**src/perf_cap_map.vh**
```
// Register offsets and field positions of the monitoring capability bank
`ifndef PERF_CAP_MAP_VH
`define PERF_CAP_MAP_VH
// Register indices (byte address is four times the index)
`define IDX_BUS_FREQUENCY_CODE 12'h0CD
`define IDX_SAMPLING_ENABLE 12'h3F1
`define IDX_SAMPLING_DATA_GROUP_CONFIG 12'h3F2
`define IDX_PLATFORM_INFORMATION 12'h0F0
`define IDX_PLATFORM_IDENTIFICATION 12'h0F1
`define IDX_PERFORMANCE_STATE_REPORT 12'h0F2
`define IDX_MONITORING_CAPABILITY_WORD 12'h0F3
`define IDX_DEBUG_CONTROL 12'h0F4
`define IDX_GLOBAL_COUNTER_ENABLES 12'h0F5
`define IDX_SYSTEM_CONTROL 12'h0F6
// Each 64-bit register is seen as two words: index selects the register, half bit selects upper word
`define HALF_BIT 14
// Capability word fields
`define CAP_BRANCH_FMT_LSB 0
`define CAP_TRAP_BIT 6
`define CAP_REGSAVE_BIT 7
`define CAP_LAYOUT_LSB 8
`define CAP_FREEZE_BIT 12
`define CAP_FULL_WRITE_BIT 13
`define CAP_BASELINE_BIT 14
`define CAP_TOPDOWN_BIT 15
`define CAP_TRACE_OUT_BIT 16
// Platform fields
`define PLAT_RATIO_LSB 8
`define PLAT_ID_RATIO_LSB 8
`define PERF_RATIO_LSB 40
`define PERF_OVERCLOCK_BIT 31
// Debug control fields
`define DBG_BRANCH_RECORD_BIT 0
`define DBG_SINGLE_STEP_BIT 1
`define DBG_TRACE_MESSAGE_BIT 6
`define DBG_BRANCH_STORE_BIT 7
`define DBG_FREEZE_BIT 14
// Sampling output field in the sampling enable register
`define SAMP_OUT_LSB 61
`define SAMP_OUT_TRACE 2'h1
// Fixed counters begin here in the sampling enable register
`define SAMP_FIXED_LSB 32
`endif

```
**src/perf_capability_and_smm_freeze.v**
```verilog
// Monitoring capability, frequency enumeration and freeze-on-system-management register bank
// Operation
// - Platform information bits 15:8 hold bus ratio; frequency is ratio times 100 MHz.
// - On the earlier generation that ratio field is multiplied by 133.33 MHz.
// - Bus frequency register holds code in bits 2:0, or 3:0 on the later variant.
// - Overclock off: maximum bus ratio reads in platform identification bits 12:8.
// - Overclock on: maximum bus ratio reads in performance status bits 44:40.
// - Performance status bit 31 is read-only and reads 1 with overclock enabled.
// - Capability holds branch format 5:0, trap bit 6, register save 7, layout 11:8.
// - Capability bit 12 flags freeze support, bit 13 full-width counter alias.
// - With baseline bit 14, sampling enable at 3F1H: general from 0, fixed from 32.
// - With baseline every counter samples precise and non-precise events when enabled.
// - With baseline, data group configuration exists at 3F2H; layout code defines its bits.
// - Capability bit 15 reads 1 when top-down metrics register is provided.
// - With bit 16 and trace present, sampling output 01B routes records to trace.
// - Capability word exists only when identification bit 15 is 1; here identification bit 15 always reads 0 and CAP_PRESENT alone gates the word.
// - On interrupt with freeze: clear global enables, save debug control, mask branch fields.
// - On resume: set global enables to 1 and restore saved debug control.
//
// Our own choice: the Wishbone slave port.
`timescale 1ns/1ns
`include "perf_cap_map.vh"

module perf_capability_and_smm_freeze #(
    parameter GP_COUNTERS = 4,
    parameter FIXED_COUNTERS = 3,
    parameter [5:0] BRANCH_FMT = 6'h05,
    parameter TRAP_LIKE = 1'b1,
    parameter REG_SAVE = 1'b1,
    parameter [3:0] LAYOUT_CODE = 4'h4,
    parameter FREEZE_SUPPORT = 1'b1,
    parameter FULL_WRITE = 1'b1,
    parameter BASELINE = 1'b1,
    parameter TOPDOWN = 1'b1,
    parameter TRACE_OUT = 1'b1,
    parameter TRACE_PRESENT = 1'b1,
    parameter CAP_PRESENT = 1'b1,
    parameter [7:0] PLATFORM_RATIO = 8'h20,
    parameter [4:0] ID_RATIO = 5'h0A,
    parameter [3:0] BUS_FREQ_CODE = 4'h1,
    parameter WIDE_BUS_FREQ = 1'b1,
    parameter [31:0] DATA_CFG_MASK = 32'h0000000F
) (
    // Clock and reset
    input wire clk_i,
    input wire rst_i,
    // Wishbone slave
    input wire cyc_i,
    input wire stb_i,
    input wire we_i,
    input wire [15:0] adr_i,
    input wire [3:0] sel_i,
    input wire [31:0] dat_i,
    output reg [31:0] dat_o,
    output reg ack_o,
    // Core events and straps
    input wire sys_mgmt_int_i,
    input wire resume_i,
    input wire overclock_i,
    input wire [4:0] overclock_ratio_i,
    // State toward the counters
    output reg [7:0] global_counter_enables_o,
    output reg [63:0] sampling_enable_o,
    output reg sampling_to_trace_o,
    output reg branch_record_enable_o,
    output reg system_management_mode_o
);
    localparam GCE_W = 8;

    // Synchronisers for pin inputs; the second stage feeds logic, with a delayed copy for interrupt and resume only; the first stage does not
    // The ratio strap is treated as static while overclock is on
    reg sint_m, sint_s, sint_d, resume_m, resume_s, resume_d, oc_m, oc_s;
    reg [4:0] ocr_m, ocr_s;
    always @(posedge clk_i) begin
        sint_m <= sys_mgmt_int_i;
        sint_s <= sint_m;
        sint_d <= sint_s;
        resume_m <= resume_i;
        resume_s <= resume_m;
        resume_d <= resume_s;
        oc_m <= overclock_i;
        oc_s <= oc_m;
        ocr_m <= overclock_ratio_i;
        ocr_s <= ocr_m;
    end

    // Rising edges of the synchronised interrupt and resume requests
    wire sint_edge = sint_s & ~sint_d;
    wire resume_edge = resume_s & ~resume_d;

    // Software-visible state
    reg [63:0] debug_control;
    reg [63:0] saved_debug;
    reg [63:0] sampling_enable;
    reg [63:0] data_cfg;
    reg [GCE_W-1:0] global_enables;
    reg in_sys_mgmt;
    // Set only when this entry actually froze, so a stale copy is never restored
    reg frozen;

    // Sampling enable mask: one bit per counter, plus output select
    wire [63:0] samp_mask;
    genvar g;
    generate
        for (g = 0; g < 64; g = g + 1) begin : gen_mask
            // General counters from bit 0, fixed counters from bit 32
            assign samp_mask[g] = BASELINE && ((g < GP_COUNTERS) ||
                (g >= `SAMP_FIXED_LSB && g < `SAMP_FIXED_LSB + FIXED_COUNTERS) ||
                (g >= `SAMP_OUT_LSB && g < `SAMP_OUT_LSB + 2));
        end
    endgenerate

    // Read-only capability word, built only from parameters
    wire [63:0] cap_word = CAP_PRESENT ? {47'h0, TRACE_OUT[0], TOPDOWN[0], BASELINE[0], FULL_WRITE[0],
        FREEZE_SUPPORT[0], LAYOUT_CODE, REG_SAVE[0], TRAP_LIKE[0], BRANCH_FMT} : 64'h0;

    // Platform information ratio in 15:8
    wire [63:0] plat_info = {48'h0, PLATFORM_RATIO, 8'h00};
    // Identification ratio only valid with overclock off
    wire [63:0] plat_id = {51'h0, (oc_s ? 5'h00 : ID_RATIO), 8'h00};
    // Status reports overclock flag and ratio
    wire [63:0] perf_stat = {19'h0, (oc_s ? ocr_s : 5'h00), 8'h00, oc_s, 31'h0};
    // Bus frequency code, three or four bits
    wire [63:0] bus_freq = {60'h0, (WIDE_BUS_FREQ ? BUS_FREQ_CODE[3] : 1'b0), BUS_FREQ_CODE[2:0]};

    // Decode
    wire [11:0] idx = adr_i[13:2];
    wire upper = adr_i[`HALF_BIT];
    wire req = cyc_i & stb_i & ~ack_o;
    wire wr = req & we_i;
    wire [31:0] byte_mask = {{8{sel_i[3]}}, {8{sel_i[2]}}, {8{sel_i[1]}}, {8{sel_i[0]}}};

    // Merge a write into one half of a 64-bit register
    function [63:0] merge;
        input [63:0] old;
        input [31:0] data;
        input [31:0] bm;
        input hi;
        begin
            if (hi) begin
                merge = {(old[63:32] & ~bm) | (data & bm), old[31:0]};
            end else begin
                merge = {old[63:32], (old[31:0] & ~bm) | (data & bm)};
            end
        end
    endfunction

    reg [63:0] rd64;
    always @* begin
        case (idx)
            `IDX_BUS_FREQUENCY_CODE: rd64 = bus_freq;
            `IDX_SAMPLING_ENABLE: rd64 = sampling_enable;
            `IDX_SAMPLING_DATA_GROUP_CONFIG: rd64 = data_cfg;
            `IDX_PLATFORM_INFORMATION: rd64 = plat_info;
            `IDX_PLATFORM_IDENTIFICATION: rd64 = plat_id;
            `IDX_PERFORMANCE_STATE_REPORT: rd64 = perf_stat;
            `IDX_MONITORING_CAPABILITY_WORD: rd64 = cap_word;
            `IDX_DEBUG_CONTROL: rd64 = debug_control;
            `IDX_GLOBAL_COUNTER_ENABLES: rd64 = {{(64-GCE_W){1'b0}}, global_enables};
            `IDX_SYSTEM_CONTROL: rd64 = {63'h0, in_sys_mgmt};
            default: rd64 = 64'h0;
        endcase
    end

    // Debug control bits software may write; freeze bit only when supported
    wire [63:0] dbg_wmask = {49'h0, FREEZE_SUPPORT[0], 6'h00, 8'hFF};
    wire [63:0] dbg_branch_mask = 64'h0 | (64'h1 << `DBG_BRANCH_RECORD_BIT) | (64'h1 << `DBG_SINGLE_STEP_BIT)
        | (64'h1 << `DBG_TRACE_MESSAGE_BIT) | (64'h1 << `DBG_BRANCH_STORE_BIT);
    wire freeze_on = debug_control[`DBG_FREEZE_BIT];
    // Global enables widened for the merge, then cut back on purpose
    wire [63:0] gce_merged = merge({{(64-GCE_W){1'b0}}, global_enables}, dat_i, byte_mask, upper);

    // Bus answer: one-cycle ack, read data registered
    always @(posedge clk_i) begin
        if (rst_i) begin
            ack_o <= 1'b0;
            dat_o <= 32'h0;
        end else begin
            ack_o <= req;
            if (req) begin
                dat_o <= upper ? rd64[63:32] : rd64[31:0];
            end
        end
    end

    // Register writes and freeze sequence
    always @(posedge clk_i) begin
        if (rst_i) begin
            debug_control <= 64'h0;
            saved_debug <= 64'h0;
            sampling_enable <= 64'h0;
            data_cfg <= 64'h0;
            global_enables <= {GCE_W{1'b0}};
            in_sys_mgmt <= 1'b0;
            frozen <= 1'b0;
        end else begin
            if (wr) begin
                case (idx)
                    `IDX_SAMPLING_ENABLE: sampling_enable <= merge(sampling_enable, dat_i, byte_mask, upper) & samp_mask;
                    // Only bits set in DATA_CFG_MASK are kept, and none without baseline
                    `IDX_SAMPLING_DATA_GROUP_CONFIG: data_cfg <= merge(data_cfg, dat_i, byte_mask, upper)
                        & (BASELINE ? {32'h0, DATA_CFG_MASK} : 64'h0);
                    `IDX_DEBUG_CONTROL: debug_control <= merge(debug_control, dat_i, byte_mask, upper) & dbg_wmask;
                    `IDX_GLOBAL_COUNTER_ENABLES: global_enables <= gce_merged[GCE_W-1:0];
                    default: ;
                endcase
            end
            // A freezing entry wins over a bus write in the same cycle, being assigned last
            if (sint_edge && !in_sys_mgmt) begin
                in_sys_mgmt <= 1'b1;
                frozen <= freeze_on;
                if (freeze_on) begin
                    global_enables <= {GCE_W{1'b0}};
                    saved_debug <= debug_control;
                    debug_control <= debug_control & ~dbg_branch_mask;
                end
            end else if (resume_edge && in_sys_mgmt) begin
                in_sys_mgmt <= 1'b0;
                frozen <= 1'b0;
                if (frozen) begin
                    global_enables <= {GCE_W{1'b1}};
                    debug_control <= saved_debug;
                end
            end
        end
    end

    // Outputs registered
    always @(posedge clk_i) begin
        if (rst_i) begin
            global_counter_enables_o <= 8'h00;
            sampling_enable_o <= 64'h0;
            sampling_to_trace_o <= 1'b0;
            branch_record_enable_o <= 1'b0;
            system_management_mode_o <= 1'b0;
        end else begin
            global_counter_enables_o <= global_enables;
            sampling_enable_o <= sampling_enable;
            // Route records to trace only when offered and trace present
            sampling_to_trace_o <= TRACE_OUT && TRACE_PRESENT &&
                (sampling_enable[`SAMP_OUT_LSB+1:`SAMP_OUT_LSB] == `SAMP_OUT_TRACE);
            branch_record_enable_o <= debug_control[`DBG_BRANCH_RECORD_BIT];
            system_management_mode_o <= in_sys_mgmt;
        end
    end
endmodule

```
**config.mk**
```make
export PLATFORM = sky130hd
export DESIGN_NAME = perf_capability_and_smm_freeze
export DESIGN_NICKNAME = d
export VERILOG_FILES = /design/src/perf_capability_and_smm_freeze.v
export VERILOG_INCLUDE_DIRS = /design/src
export SDC_FILE = /design/constraint.sdc
export NUM_CORES = 1
export LEC_CHECK = 0
export ABC_CLOCK_PERIOD_IN_PS = 2250
export BUFFER_PORTS_ARGS = -buffer_cell sky130_fd_sc_hd__buf_2
export CAP_MARGIN = 10
export CORE_AREA = 4 4 174 176
export DETAILED_ROUTE_END_ITERATION = 16
export DIE_AREA = 0 0 178 180
export GPL_TIMING_DRIVEN = 0
export PLACE_DENSITY = 0.48
export SLEW_MARGIN = 25
export SYNTH_ARGS = -nofsm -noshare
export SYNTH_HDL_FRONTEND = slang
export SYNTH_SLANG_ARGS = --single-unit
```
**constraint.sdc**
```tcl
create_clock -name clk_i -period 2.25 [get_ports clk_i]
set_input_delay 0.1125 -clock clk_i [delete_from_list [all_inputs] [get_ports clk_i]]
set_output_delay 0.1125 -clock clk_i [all_outputs]
set_load 0.02 [all_outputs]
```
==> results.tsv, run 1 <==
metric	value	unit
yosysTopAreaCell	dfxtp_1	
ys_warn_count	0	
cts_sinks	222	
syn_area	8480	um2
worstPathMaxFanout	7	
dpl.hpwl	17500	um
globalRouteOverflowTotal	0	
cts_buffer_depth	3	
ys_seq_area_share	52.4	%
relSlewSlack	46.7	%
grt_pass1_wl	38200	um
dp_cells	1426	
ys_top_cells_by_area	dfxtp_1 52%, nand2_1 7.5%, a22o_1 6.3%	
layout_common_cells	222 x dfxtp_1, 170 x nand2_1, 103 x buf_2, 87 x a21oi_1, 61 x a22o_1	
worstMarginPinSlew	800	ps
p_leak	4.36	nW
ys_types	60	
path_cells	nand4b_1 -> nor3b_2 -> nand2_1 -> mux2i_1 -> a211oi_1	
drive_gt1_share	21.2	%
arrival	2460	ps
cts_made_buffers	25	
start_util	29.6	%
ant_nets	0	
final_core_util	37.3	%
grt_pass1_vias	6655	
worstSkewPairLatency	510	ps
async_flop_share	0	%
remaining_drc_errors	0	
wl_per_cell	16.5	um
outcome	completed	
irDropWorstVdd	0.000355	V
path_clk_slew	60	ps
syn_area_per_cell	9.46	um2
synth_edf_count	0	
grtUsageTotal	15.0	%
tritoncts	built	
grt_max_degree	14	
dieArea	32000	um2
critPathKind	reg2reg	
finalCritPeriodShare	90.4	%
hold_path_class	in2reg	
setup_slack	215	ps
row_count	62	
critPathSlowestCell	nor3b_2	
max_freq	491	MHz
synth_ff_type	dfxtp_1	
placed_cell_area	9620	um2
insertedDiodeCount	0	
routed_wl	24600	um
min_path_cells	4	
drtPass1Iterations	5	
num_vias	6831	
final_common_cell	dfxtp_1	
gp_congestion	0.815	
port_buffers	91	
critPathRequiredTime	2680	ps
final-setup-viol-count	0	
rsz0062_at_grt	no	
coreArea	28600	um2
fin_cells	1490	
via_per_inst	4.58	
min_period	2040	ps
drt_iter0_drc	383	
reg2reg_depth	5	
end_kind	flop	
skew	18.9	ps
die_w	178	um
syn2layout_area_growth	25.7	%
h-tree-depth	1	
maxCapViolCount	0	
grt_antenna_before_repair	0	
synth_seq_cells	222	
finalNetCount	1153	
finish.instance_area	10700	um2
startpoint_type	flop	
power_density	791	nW/um2
die_h	180	um
syn_inst	897	
ios	173	
slowest_delay	580	ps
post_cts_buffers	0	
clockRootBuffer	clkbuf_16	
yosysTopAreaCellShare	52.4	%
finalSetupTns	0	ps
place_ws	-325	ps
slew_violations	0	
hold_violations	0	
[final cells by class]
| class | count | area [um2] |
|---|---|---|
| fill | 2925 | 18000 |
| buffer | 113 | 682 |
| inverter | 9 | 33.8 |
| multi-input combinational | 607 | 3560 |
| clock inverter | 9 | 105 |
| tap | 384 | 480 |
| clock buffer | 36 | 717 |
| timing repair buffer | 110 | 646 |
| sequential | 222 | 4440 |
[per-layer routing]
metal / GRT usage [%] / vias to the layer above / wire length, um
li1: - / 3421 / -
met1: 21.3 / 3184 / 11800
met2: 23.5 / 187 / 10900
met3: 2.48 / 39 / 1270
met4: 3.96 / 0 / 613
met5: 0 / - / 0
[synthesized netlist by cell type (10+ instances only)]
cell	instances
nor2_1	31
clkbuf_1	36
mux2i_1	39
a22o_1	61
buf_4	58
dfxtp_1	222
a21oi_1	87
o21ai_1	26
buf_2	12
nor2b_1	23
nand2_1	170
nand3_1	13
o21ai_0	10
[kinds of logic after synthesis]
logic type             synth area share, %
and+or+nand+nor                       15.6
AOI/OAI and AO/OA                     18.4
DFF                                   52.4
buffers and inverters                 8.32
muxes                                 5.26
other                               0.0442
[worst max-delay path, delay by kind of cell (launching register included)]
family             cells  cell delay, ps
and+or+nand+nor        3            1220
DFF                    1             310
AOI/OAI and AO/OA      1             230
muxes                  1             190
[stage by stage]
stage | hold slack (ps) | power (mW)
finish | 23.9 | 8.43
global route | 57.6 | 8.76
CTS | 14.9 | 8.52
detailed placement | 216 | 4.45
global placement | 216 | 4.45
floorplan | 140 | 4.32
[worst paths after layout]
kind / start / slack (ps) / end
worst max-delay path: ack_o / 210 / debug_control[1]
worst min-delay path: rst_i / 20 / debug_control[14]
worst max register to register: ack_o / 210 / debug_control[1]
worst min register to register: resume_m / 330 / resume_s
[where the power goes]
group          switching (mW)  internal, mW
clock network            1.60          2.44
logic                   0.281         0.156
registers             0.00986          3.95
total                    1.89          6.55
[state kept, by name (all words and copies together), names as in the netlist, named ones only]
name and count:
dat_o 32, resume_m 1, sint_d 1, sampling_enable_o 9, sampling_to_trace_o 1, in_sys_mgmt 1, sint_s 1, global_counter_enables_o 8
branch_record_enable_o 1, ocr_m 5, oc_s 1, system_management_mode_o 1, ocr_s 5, ack_o 1, debug_control 64, global_enables 8
sint_m 1, oc_m 1, saved_debug 64, resume_s 1, frozen 1, resume_d 1
[timing repair]
action,CTS,global route
resized for setup,8,5
hold buffers,19,0
endpoints found under the hold margin,33,0
pin swaps,0,0
endpoints found under the setup margin,50,97
No activity file was read; power rests on OpenSTA's default activity.
==> inputs of run 2 (changes only) <==
ABC_CLOCK_PERIOD_IN_PS = 2600   (was 2250)
HOLD_SLACK_MARGIN = 0.1   (was not set)
clock period = 2.6 ns   (was 2.25 ns; I/O delays follow)
==> run 2 against run 1 <==
Effect of this change:
- global-route usage increased by 0.070 points
- critical path depth increased by 4
- routed wire length up 0.55%
==> results.tsv, run 2 (same netlist as run 1, synthesis figures left out) <==
metric	value	unit
end_kind	flop	
drive_gt1_share	20.3	%
worstHoldStart	sel_i[0]	
port_buffers	91	
remaining_drc_errors	0	
finalSetupTns	0	ps
layout_common_cells	222 x dfxtp_1, 170 x nand2_1, 103 x buf_2, 87 x a21oi_1, 61 x a22o_1	
via_per_inst	4.58	
grt_antenna_before_repair	0	
die_w	178	um
swShare	22.3	%
row_count	62	
maxCapViolCount	0	
grt_max_degree	14	
pwr-share-seq	47.0	%
critPathRequiredTime	2970	ps
drt_iter0_drc	407	
final-setup-viol-count	0	
num_vias	6852	
p_leak	4.35	nW
tritoncts	built	
setup_slack	156	ps
startpoint_type	primary input	
ant_nets	0	
wl_per_cell	16.5	um
arrival	2810	ps
power_frac_clock	47.8	%
ios	173	
cpMostUsedCell	dlygate4sd3_1	
critPathSlowestCell	dlygate4sd3_1	
worstPathMaxFanout	8	
r2r_start	in_sys_mgmt	
power	7.30	mW
final_core_util	37.3	%
post_cts_buffers	0	
routed_wl	24700	um
startpoint	adr_i[4]	
critPathKind	in2reg	
hold_violations	0	
path_cells	dlygate4sd3_1 -> buf_2 -> and4bb_2 -> and3_1 -> clkbuf_1 -> nand3_1 -> mux2i_1 -> dlygate4sd3_1 -> nor2_1	
place_ws	24.9	ps
outcome	completed	
clockRootBuffer	clkbuf_16	
comb_power_share	5.2	%
die_h	180	um
start_util	29.6	%
coreArea	28600	um2
grt_pass1_vias	6690	
irDropWorstVdd	0.000305	V
cts_sinks	222	
max_freq	409	MHz
rsz0062_at_grt	no	
grt_pass1_wl	38400	um
worstSkewPairLatency	510	ps
hold_path_class	in2reg	
p_int	5.67	mW
slowest_delay	570	ps
finalNetCount	1158	
grtUsageTotal	15.0	%
cts_made_buffers	25	
path_clk_slew	60	ps
h-tree-depth	1	
cts_buffer_depth	3	
drtPass1Iterations	5	
min_period	2440	ps
slew_violations	0	
gp_congestion	0.815	
relSlewSlack	48.2	%
dieArea	32000	um2
insertedDiodeCount	0	
top_regs	debug_control x64, saved_debug x64, dat_o x32	
skew	21.4	ps
dpl.hpwl	17500	um
finalCritPeriodShare	94.0	%
power_density	683	nW/um2
syn2layout_area_growth	26.0	%
globalRouteOverflowTotal	0	
switchingPower	1.63	mW
final_common_cell	dfxtp_1	
worst_hold_slack	141	ps
worstMarginPinSlew	770	ps
-- run 2: power by group through the flow --
stage / logic (mW) / clock network, mW / registers, mW
floorplan: 0.240 / 0 / 3.50
global placement: 0.353 / 0 / 3.50
detailed placement: 0.351 / 0 / 3.50
CTS: 0.377 / 3.58 / 3.43
global route: 0.410 / 3.75 / 3.43
finish: 0.379 / 3.49 / 3.43
-- run 2: per-stage QoR --
| stage | cells | cell area (um2) |
|---|---|---|
| 6_report | 1495 | 10700 |
| 3_3_place_gp | 1426 | 9620 |
| 4_1_cts | 1495 | 10700 |
| 5_1_grt | 1495 | 10700 |
| 2_1_floorplan | 951 | 8690 |
| 3_5_place_dp | 1426 | 9620 |
-- run 2: repair_timing --
action                     4_1_cts  5_1_grt
hold endpoints to repair        37        0
hold buffers                    24        0
setup endpoints to repair        0       50
resized for setup                0        1
-- run 2: path summary, 6_finish.rpt --
path                                          end  slack, ps  depth (start not counted)
worst min register to register           resume_s        330                          0
worst max register to register  debug_control[49]        190                          6
worst min-delay path                         flop        140                          4
worst max-delay path                         flop        160                          9
-- run 2: layout make-up --
cell class              instances  area [um2]
plain buffers                 113         672
clock buffers                  36         717
clock inverters                 9         105
fillers                      2918       17900
inverters                       9        33.8
multi-input cells             607        3540
flip-flops and latches        222        4440
well taps                     384         480
repair buffers                115         696
-- run 2: routing by layer --
layer / GRT usage [%] / share of wire (%) / vias to the layer above
li1: - / - / 3428
met1: 21.4 / 48 / 3203
met2: 23.7 / 45 / 182
met3: 2.46 / 4.7 / 39
met4: 3.96 / 2.5 / 0
met5: 0 / 0 / -
-- run 2: worst max-delay path, delay by kind of cell --
kind | cells | cell delay (ps)
mux | 1 | 190
simple gates | 4 | 890
buf+inv | 4 | 1590
